[config.mk]
export PLATFORM = sky130hd
export DESIGN_NAME = gpx_port
export DESIGN_NICKNAME = d
export VERILOG_FILES = /design/src/gpx_pin_filter.v /design/src/gpx_spi_slave.v /design/src/gpx_port.v
export VERILOG_INCLUDE_DIRS = /design/src /design/src/shared
export SDC_FILE = /design/constraint.sdc
export NUM_CORES = 1
export LEC_CHECK = 0
export ABC_CLOCK_PERIOD_IN_PS = 4100
export BUFFER_PORTS_ARGS = -buffer_cell sky130_fd_sc_hd__buf_4
export CELL_PAD_IN_SITES_DETAIL_PLACEMENT = 0
export CELL_PAD_IN_SITES_GLOBAL_PLACEMENT = 2
export CORE_MARGIN = 5
export CORE_UTILIZATION = 42
export CTS_CLUSTER_SIZE = 16
export DETAILED_ROUTE_END_ITERATION = 12
export GPL_ROUTABILITY_DRIVEN = 1
export GPL_TIMING_DRIVEN = 0
export PLACE_DENSITY = 0.86
export SLEW_MARGIN = 5
export SYNTH_ARGS = -nofsm -noshare
export SYNTH_HDL_FRONTEND = slang
export SYNTH_SLANG_ARGS = --single-unit
export TNS_END_PERCENT = 10
[constraint.sdc]
create_clock -name clock -period 4.1 [get_ports clock]
set_input_delay 0.41 -clock clock [delete_from_list [all_inputs] [get_ports clock]]
set_output_delay 0.41 -clock clock [all_outputs]
set_load 0.01 [all_outputs]
[src/shared/gpx_regs.vh]
`ifndef GPX_REGS_VH
`define GPX_REGS_VH

// ------------------------------------------------------------
// register offsets (command byte bits 6:1)
// ------------------------------------------------------------
`define GPX_OFF_PIN_STATE 6'h00
`define GPX_OFF_OUTPUT_VALUE 6'h01
`define GPX_OFF_POLARITY 6'h02
`define GPX_OFF_DIRECTION 6'h03
`define GPX_OFF_PULLUP 6'h04
`define GPX_OFF_IRQ_ENABLE 6'h05
`define GPX_OFF_HIGHZ 6'h06
`define GPX_OFF_IRQ_STATUS 6'h07
`define GPX_OFF_RISE_EN 6'h08
`define GPX_OFF_FALL_EN 6'h09
`define GPX_OFF_FILTER_EN 6'h0a

// ------------------------------------------------------------
// reset values
// ------------------------------------------------------------
`define GPX_RST_OUTPUT_VALUE 8'hff
`define GPX_RST_POLARITY 8'h00
`define GPX_RST_DIRECTION 8'hff
`define GPX_RST_PULLUP 8'h00
`define GPX_RST_IRQ_ENABLE 8'h00
`define GPX_RST_HIGHZ 8'h00
`define GPX_RST_RISE_EN 8'h00
`define GPX_RST_FALL_EN 8'h00
`define GPX_RST_FILTER_EN 8'hff

// ------------------------------------------------------------
// command byte fields and frame length
// ------------------------------------------------------------
`define GPX_CMD_READ_BIT 7
`define GPX_CMD_ADDR_MSB 6
`define GPX_CMD_ADDR_LSB 1
`define GPX_FRAME_BITS 5'h10

// ------------------------------------------------------------
// filter timing
// ------------------------------------------------------------
`define GPX_CLK_PERIOD_NS 10
`define GPX_FILT_REJECT_NS 225
`define GPX_FILT_ACCEPT_NS 1075
// a pulse just under the reject limit can still cover one sample
// more than the limit divided by the period, so require one beyond
`define GPX_FILT_CYC \
    ((`GPX_FILT_REJECT_NS - 1) / `GPX_CLK_PERIOD_NS + 2)

`endif

[src/gpx_pin_filter.v]
`timescale 1ns/100ps
`include "gpx_regs.vh"

module gpx_pin_filter (
    input wire clock,
    input wire rst,
    input wire pin_async,
    input wire filt_en,
    output reg live_level,
    output reg filt_level
);

    localparam integer FILT_CYC = `GPX_FILT_CYC;
    localparam [4:0] FILT_LAST = FILT_CYC[4:0] - 5'h01;

    reg sync1;
    reg sync2;
    reg sync3;
    reg [4:0] cnt;

    // ------------------------------------------------------------
    // three-stage synchroniser, change taken when stages 2 and 3 agree
    // ------------------------------------------------------------
    always @(posedge clock) begin
        if (rst) begin
            sync1 <= 1'b0;
            sync2 <= 1'b0;
            sync3 <= 1'b0;
            live_level <= 1'b0;
        end else begin
            sync1 <= pin_async;
            sync2 <= sync1;
            sync3 <= sync2;
            if (sync2 == sync3) begin
                live_level <= sync3;
            end
        end
    end

    // ------------------------------------------------------------
    // pulse-width filter
    // ------------------------------------------------------------
    // threshold sits one sample past the reject limit so every pulse
    // past the accept limit still passes with wide margin
    always @(posedge clock) begin
        if (rst) begin
            cnt <= 5'h00;
            filt_level <= 1'b0;
        end else if (!filt_en) begin
            cnt <= 5'h00;
            filt_level <= live_level;
        end else if (live_level == filt_level) begin
            cnt <= 5'h00;
        end else if (cnt == FILT_LAST) begin
            cnt <= 5'h00;
            filt_level <= live_level;
        end else begin
            cnt <= cnt + 5'h01;
        end
    end

endmodule

[src/gpx_spi_slave.v]
`timescale 1ns/100ps
`include "gpx_regs.vh"

module gpx_spi_slave (
    input wire clock,
    input wire rst,
    input wire spi_scl,
    input wire spi_cs_n,
    input wire spi_si,
    input wire [7:0] rd_word,
    output reg spi_so,
    output reg spi_so_oe,
    output reg rd_pulse,
    output reg wr_pulse,
    output reg [5:0] reg_addr,
    output reg [7:0] wr_data
);

    reg [2:0] scl_s;
    reg [2:0] cs_s;
    reg [2:0] si_s;
    reg scl_q;
    reg cs_n_q;
    reg si_q;
    reg [4:0] bit_cnt;
    reg [6:0] shift_in;
    reg [7:0] shift_out;
    reg is_read;

    wire scl_rise = (scl_s[2] == scl_s[1]) && scl_s[2] && !scl_q;
    wire scl_fall = (scl_s[2] == scl_s[1]) && !scl_s[2] && scl_q;
    wire [7:0] byte_in = {shift_in, si_q};

    // ------------------------------------------------------------
    // pin synchronisers
    // ------------------------------------------------------------
    always @(posedge clock) begin
        if (rst) begin
            scl_s <= 3'h0;
            cs_s <= 3'h7;
            si_s <= 3'h0;
            scl_q <= 1'b0;
            cs_n_q <= 1'b1;
            si_q <= 1'b0;
        end else begin
            scl_s <= {scl_s[1:0], spi_scl};
            cs_s <= {cs_s[1:0], spi_cs_n};
            si_s <= {si_s[1:0], spi_si};
            if (scl_s[2] == scl_s[1]) begin
                scl_q <= scl_s[2];
            end
            if (cs_s[2] == cs_s[1]) begin
                cs_n_q <= cs_s[2];
            end
            if (si_s[2] == si_s[1]) begin
                si_q <= si_s[2];
            end
        end
    end

    // ------------------------------------------------------------
    // frame: command byte then one data byte, msb first
    // ------------------------------------------------------------
    always @(posedge clock) begin
        rd_pulse <= 1'b0;
        wr_pulse <= 1'b0;
        if (rst) begin
            bit_cnt <= 5'h00;
            shift_in <= 7'h00;
            shift_out <= 8'h00;
            is_read <= 1'b0;
            reg_addr <= 6'h00;
            wr_data <= 8'h00;
            spi_so <= 1'b0;
            spi_so_oe <= 1'b0;
        end else if (cs_n_q) begin
            bit_cnt <= 5'h00;
            spi_so_oe <= 1'b0;
        end else begin
            spi_so_oe <= 1'b1;
            if (scl_rise && bit_cnt != `GPX_FRAME_BITS) begin
                shift_in <= byte_in[6:0];
                bit_cnt <= bit_cnt + 5'h01;
                if (bit_cnt == 5'h07) begin
                    is_read <= byte_in[`GPX_CMD_READ_BIT];
                    reg_addr <= byte_in[`GPX_CMD_ADDR_MSB:`GPX_CMD_ADDR_LSB];
                    rd_pulse <= byte_in[`GPX_CMD_READ_BIT];
                end
                if (bit_cnt == 5'h0f && !is_read) begin
                    wr_data <= byte_in;
                    wr_pulse <= 1'b1;
                end
            end
            // rd_word settles one cycle after rd_pulse, long before
            // the next falling edge can be seen through the sync
            if (scl_fall && is_read) begin
                if (bit_cnt == 5'h08) begin
                    spi_so <= rd_word[7];
                    shift_out <= {rd_word[6:0], 1'b0};
                end else begin
                    spi_so <= shift_out[7];
                    shift_out <= {shift_out[6:0], 1'b0};
                end
            end
        end
    end

endmodule

[src/gpx_port.v]
`timescale 1ns/100ps
`include "gpx_regs.vh"

module gpx_port (
    input wire clock,
    input wire rst,
    input wire spi_scl,
    input wire spi_cs_n,
    input wire spi_si,
    output wire spi_so,
    output wire spi_so_oe,
    input wire [7:0] gpio_pins_in,
    output reg [7:0] gpio_pins_out,
    output reg [7:0] gpio_pins_oe,
    output reg [7:0] gpio_pullup_en,
    output reg irq_n
);

    // ------------------------------------------------------------
    // register set
    // ------------------------------------------------------------
    reg [7:0] output_value;
    reg [7:0] input_polarity_invert;
    reg [7:0] pin_direction;
    reg [7:0] pullup_enable;
    reg [7:0] input_irq_enable;
    reg [7:0] output_highz_control;
    reg [7:0] irq_pending_status;
    reg [7:0] rising_edge_enable;
    reg [7:0] falling_edge_enable;
    reg [7:0] input_glitch_filter_enable;

    // ------------------------------------------------------------
    // internal state
    // ------------------------------------------------------------
    reg [7:0] rd_word;
    reg [7:0] rd_next;
    reg [7:0] prev_level;
    reg [7:0] snap_level;
    wire [7:0] live_level;
    wire [7:0] filt_level;
    wire [7:0] pin_state_view;
    wire [7:0] next_pending;
    wire [7:0] armed;
    wire [7:0] both_mode;
    wire rd_pulse;
    wire wr_pulse;
    wire [5:0] reg_addr;
    wire [7:0] wr_data;
    wire pin_state_rd;

    // ------------------------------------------------------------
    // decoding
    // ------------------------------------------------------------
    function wr_hit;
        input strobe;
        input [5:0] addr;
        input [5:0] offset;
        begin
            wr_hit = strobe && (addr == offset);
        end
    endfunction

    // ------------------------------------------------------------
    // host link
    // ------------------------------------------------------------
    gpx_spi_slave u_spi (
        .clock(clock),
        .rst(rst),
        .spi_scl(spi_scl),
        .spi_cs_n(spi_cs_n),
        .spi_si(spi_si),
        .rd_word(rd_word),
        .spi_so(spi_so),
        .spi_so_oe(spi_so_oe),
        .rd_pulse(rd_pulse),
        .wr_pulse(wr_pulse),
        .reg_addr(reg_addr),
        .wr_data(wr_data)
    );

    assign pin_state_rd = wr_hit(rd_pulse, reg_addr, `GPX_OFF_PIN_STATE);

    // ------------------------------------------------------------
    // register writes
    // ------------------------------------------------------------
    // pin state and status have no write decode, so such writes
    // fall through and change nothing
    always @(posedge clock) begin
        if (rst) begin
            output_value <= `GPX_RST_OUTPUT_VALUE;
            input_polarity_invert <= `GPX_RST_POLARITY;
            pin_direction <= `GPX_RST_DIRECTION;
            pullup_enable <= `GPX_RST_PULLUP;
            input_irq_enable <= `GPX_RST_IRQ_ENABLE;
            output_highz_control <= `GPX_RST_HIGHZ;
            rising_edge_enable <= `GPX_RST_RISE_EN;
            falling_edge_enable <= `GPX_RST_FALL_EN;
            input_glitch_filter_enable <= `GPX_RST_FILTER_EN;
        end else begin
            if (wr_hit(wr_pulse, reg_addr, `GPX_OFF_OUTPUT_VALUE)) begin
                output_value <= wr_data;
            end
            if (wr_hit(wr_pulse, reg_addr, `GPX_OFF_POLARITY)) begin
                input_polarity_invert <= wr_data;
            end
            if (wr_hit(wr_pulse, reg_addr, `GPX_OFF_DIRECTION)) begin
                pin_direction <= wr_data;
            end
            if (wr_hit(wr_pulse, reg_addr, `GPX_OFF_PULLUP)) begin
                pullup_enable <= wr_data;
            end
            if (wr_hit(wr_pulse, reg_addr, `GPX_OFF_IRQ_ENABLE)) begin
                input_irq_enable <= wr_data;
            end
            if (wr_hit(wr_pulse, reg_addr, `GPX_OFF_HIGHZ)) begin
                output_highz_control <= wr_data;
            end
            if (wr_hit(wr_pulse, reg_addr, `GPX_OFF_RISE_EN)) begin
                rising_edge_enable <= wr_data;
            end
            if (wr_hit(wr_pulse, reg_addr, `GPX_OFF_FALL_EN)) begin
                falling_edge_enable <= wr_data;
            end
            if (wr_hit(wr_pulse, reg_addr, `GPX_OFF_FILTER_EN)) begin
                input_glitch_filter_enable <= wr_data;
            end
        end
    end

    // ------------------------------------------------------------
    // pin state view
    // ------------------------------------------------------------
    assign pin_state_view =
        (pin_direction & (live_level ^ input_polarity_invert)) |
        (~pin_direction & output_value);

    // ------------------------------------------------------------
    // read data
    // ------------------------------------------------------------
    always @* begin
        case (reg_addr)
            `GPX_OFF_PIN_STATE: rd_next = pin_state_view;
            `GPX_OFF_OUTPUT_VALUE: rd_next = output_value;
            `GPX_OFF_POLARITY: rd_next = input_polarity_invert;
            `GPX_OFF_DIRECTION: rd_next = pin_direction;
            `GPX_OFF_PULLUP: rd_next = pullup_enable;
            `GPX_OFF_IRQ_ENABLE: rd_next = input_irq_enable;
            `GPX_OFF_HIGHZ: rd_next = output_highz_control;
            `GPX_OFF_IRQ_STATUS: rd_next = irq_pending_status;
            `GPX_OFF_RISE_EN: rd_next = rising_edge_enable;
            `GPX_OFF_FALL_EN: rd_next = falling_edge_enable;
            `GPX_OFF_FILTER_EN: rd_next = input_glitch_filter_enable;
            default: rd_next = 8'h00;
        endcase
    end

    // value captured in the same cycle that the read clears status,
    // so the host sees the state the clear acted on
    always @(posedge clock) begin
        if (rst) begin
            rd_word <= 8'h00;
        end else if (rd_pulse) begin
            rd_word <= rd_next;
        end
    end

    // ------------------------------------------------------------
    // per-pin filtering and interrupt detection
    // ------------------------------------------------------------
    assign armed = pin_direction & input_irq_enable;
    assign both_mode = ~(rising_edge_enable ^ falling_edge_enable);

    genvar i;
    generate
        for (i = 0; i < 8; i = i + 1) begin : g_pin
            wire rise;
            wire fall;
            wire set_ev;
            wire clr_ev;

            gpx_pin_filter u_filt (
                .clock(clock),
                .rst(rst),
                .pin_async(gpio_pins_in[i]),
                .filt_en(input_glitch_filter_enable[i]),
                .live_level(live_level[i]),
                .filt_level(filt_level[i])
            );

            assign rise = filt_level[i] & ~prev_level[i];
            assign fall = ~filt_level[i] & prev_level[i];

            // a return edge in both-edge mode only clears
            assign set_ev = armed[i] & (both_mode[i] ?
                ((rise | fall) & (filt_level[i] != snap_level[i])) :
                ((rising_edge_enable[i] & rise) |
                 (falling_edge_enable[i] & fall)));

            assign clr_ev = pin_state_rd |
                (both_mode[i] & (filt_level[i] == snap_level[i]));

            // set wins over a clear in the same cycle
            assign next_pending[i] = set_ev |
                (irq_pending_status[i] & ~clr_ev);
        end
    endgenerate

    // ------------------------------------------------------------
    // interrupt state
    // ------------------------------------------------------------
    // the reference level follows the pin while it is not armed, so
    // enabling a pin never finds a stale reference
    always @(posedge clock) begin
        if (rst) begin
            prev_level <= 8'h00;
            snap_level <= 8'h00;
            irq_pending_status <= 8'h00;
        end else begin
            prev_level <= filt_level;
            irq_pending_status <= next_pending;
            if (pin_state_rd) begin
                snap_level <= filt_level;
            end else begin
                snap_level <= (snap_level & armed) |
                    (filt_level & ~armed);
            end
        end
    end

    // ------------------------------------------------------------
    // pin drivers and interrupt output
    // ------------------------------------------------------------
    // the drivers follow the registers one cycle later, which keeps
    // every output straight from a flip-flop
    always @(posedge clock) begin
        if (rst) begin
            gpio_pins_out <= `GPX_RST_OUTPUT_VALUE;
            gpio_pins_oe <= 8'h00;
            gpio_pullup_en <= `GPX_RST_PULLUP;
            irq_n <= 1'b1;
        end else begin
            gpio_pins_out <= output_value;
            gpio_pins_oe <= ~pin_direction &
                ~output_highz_control;
            gpio_pullup_en <= pullup_enable & pin_direction;
            irq_n <= ~(|next_pending);
        end
    end

endmodule

==> results.md <==
- Status: finished clean
- CTS Hold Buffers Added: 0
- Post-synth EDFFs: 0
- Kind of start point of the critical path: register
- Ant diodes: 0
- Final ANT Viol Nets: 0
- Fin. max-slew vios: 0
- FF/Latch Area: approximately 5200 µm²
- Static leakage: 4.60 nW
- Fraction of layout cells with a size suffix above 1: approximately 11%
- Max IR drop VDD: about 0.24 mV
- Placement Rows: 58
- Number of global-route vias before repair: 7767
- Hold WC Path Type: in2reg
- Placed Cells: ~1500
- Total Wirelength: approximately 29000 µm
- Crit share post-route: between 60% and 70%
- Final HPWL DP: 20300 µm
- Multi-input logic area: between 5000 and 6000 µm²
- Crit path max fanout: 10
- Max reg flops: 40
- Area Overhead vs Synth: 16.9%
- Crit end category: register
- Final setup viols: 0
- DRC: 0
- I/O Pins: 40
- Core area: around 25000 µm²
- Max Clock Skew: approximately 19 ps
- Synth Flop Type: dfxtp_1
- Tmin final: ~2700 ps
- DIE AREA: 28700 µm²
- GRT Total Usage: 20.2%
- Fillers: 2428
- Clock-pin slew on the worst setup and hold paths: 60 ps
- Port bufs: 38
- Vias per std cell: ~5.2
- Max-slew headroom: around an eighth
- Skew-Pair Late Insertion Delay: around 550 ps
- CTS sink count: approximately 260
- Global-route wire length before repair: roughly 45000 µm
- Largest register by flop count: g_pin.u_filt.cnt
- Synth cell types: 64
- Seq/Total Area, Yosys: between 40 and 50%
- Final Hold Vio Count: 0
- Worst slew pin tran: approximately 1300 ps
- CTS root buf: clkbuf_16
- Routed WL per cell: about 19 µm
- Crit Path Category: reg2reg
- Fin Setup TNS: 0 ps
- Cell Area, Synth: approximately 11000 µm²
- Initial antenna violation count: 0
- DR iter-0 viols: a little under 600
- Synth Instances: around 1100
- Die width: approximately 170 µm
- Max-cap violations: 0
- RSZ-0062 raised after global routing: false
- CP arrival: between 3000 and 4000 ps
- Placed inst area: ~11000 µm²
- Num CTS Buffers: 28
- Synth top area share: roughly half
- Setup bufs post-CTS: 0
- Seq cells post-synth: 259
- Synth Area per Inst: around 9.4 µm²
- Nets: roughly 1200
- Fmax: about 370 MHz
- Final Instance Area: around 12000 µm²
- CP required: around 4600 ps
- Clk buf depth: 3
- Syn Nets: 1173
- Drt pass-1 iters: 5
- Final Wtd Congestion: roughly 0.90
- Area leader, netlist: dfxtp_1
- Largest net degree at the start of global routing: 15
- Post-CTS sizing: 0
- Final hold slack: 64.5 ps
- Height of the die: around 170 µm
- Starting density of the core: around 42%
- Vias after detailed routing: slightly above 8000
- H-tree lvl count: 1
- Top post-synthesis cells by area: dfxtp_1, mux2i_1, nor2_1
- CTS tree: done
- Layout Cells excl Fill: ~1600
- Grt total ovfl: 0
- Power Dens Cells: 446 nW/µm²
- YS warnings: 0
- Async set or reset register ratio after synthesis: 0%
==> worst max-delay path, cell delays in order (launching register included) <==
cell	delay (ps)
dfxtp_1	360
buf_2	250
nor2_1	410
nand3_1	680
a32oi_1	490
and2_1	240
a41o_1	220
==> worst paths after layout <==
path / start / endpoint / slack [ps] / depth (start not counted)
setup / recovery: u_spi.reg_addr[1]$_SDFFE_PP0P_ / irq_n$_SDFF_PP1_ / 1380 / 6
hold / removal: spi_cs_n / u_spi.cs_s[0]$_SDFF_PP1_ / 60 / 2
setup reg to reg: u_spi.reg_addr[1]$_SDFFE_PP0P_ / irq_n$_SDFF_PP1_ / 1380 / 6
hold reg to reg: g_pin[7].u_filt.sync1$_SDFF_PP0_ / g_pin[7].u_filt.sync2$_SDFF_PP0_ / 430 / 1
==> synth_stat cells (14+ instances only) <==
master and instances:
nand3_1 45, or2_2 14, xor2_1 28, dfxtp_1 259
and3_1 14, xnor2_1 28, nor2b_1 34, nor2_1 154
a21oi_1 48, ha_1 29, nand4_1 15, inv_1 32
nand2_1 100, mux2i_1 99, o21ai_0 39, clkbuf_1 45
==> per-layer routing <==
metal | track usage (%) | up-vias | part of all wire [%]
li1 | - | 4023 | -
met1 | 27.8 | 3834 | 46
met2 | 33.6 | 215 | 46
met3 | 2.80 | 49 | 5.1
met4 | 5.15 | 0 | 2.7
met5 | 0 | - | 0
==> stage by stage <==
stage               total power (W)  setup WS (ps)  util [%]
finish                      0.00555           1380      49.6
global route                0.00571           1250      49.6
CTS                         0.00561           1470      49.6
detailed placement          0.00268           1440      45.2
global placement            0.00267           1450      45.2
floorplan                   0.00263           2100         -
==> report_power, final <==
| part | switching, W | internal, W |
|---|---|---|
| clock | 0.00104 | 0.00190 |
| combinational | 0.0000612 | 0.0000212 |
| sequential | 0.00000586 | 0.00253 |
==> final cells by class <==
class                   count  share of cell area (%)
clock inverters            13                    2.25
multi-input cells         781                    41.0
plain buffers              59                    1.98
clock buffers              39                    6.60
repair buffers             38                    2.29
flip-flops and latches    259                    41.6
well taps                 330                    3.31
inverters                  32                   0.964
==> logic make-up (layout without fill, tap and decap cells) <==
| logic type | Yosys count | count (layout) | synth area share, % |
|---|---|---|---|
| compound gates | 152 | 152 | 9.12 |
| mux | 107 | 107 | 10.8 |
| buf+inv | 91 | 181 | 3.44 |
| xor+xnor | 56 | 56 | 4.60 |
| fa+ha+maj | 29 | 29 | 3.40 |
| flops | 259 | 259 | 48.7 |
| simple gates | 437 | 437 | 20.0 |
==> cell usage in the layout (no fill, tap or decap), types with 7 or more instances in the layout <==
master	netlist	routed
a211o_1	7	7
a211oi_1	13	13
a21oi_1	48	48
a32oi_1	7	7
and3_1	14	14
buf_2	11	11
buf_4	1	39
bufinv_16	0	8
clkbuf_1	45	48
clkbuf_16	0	28
clkbuf_8	0	8
dfxtp_1	259	259
ha_1	29	29
inv_1	32	32
mux2i_1	99	99
nand2_1	100	100
nand3_1	45	45
nand4_1	15	15
nand4b_1	9	9
nor2_1	154	154
nor2b_1	34	34
nor3_1	13	13
nor3b_1	7	7
o21ai_0	39	39
or2_2	14	14
xnor2_1	28	28
xor2_1	28	28
Power figures use the tool's default switching activity.
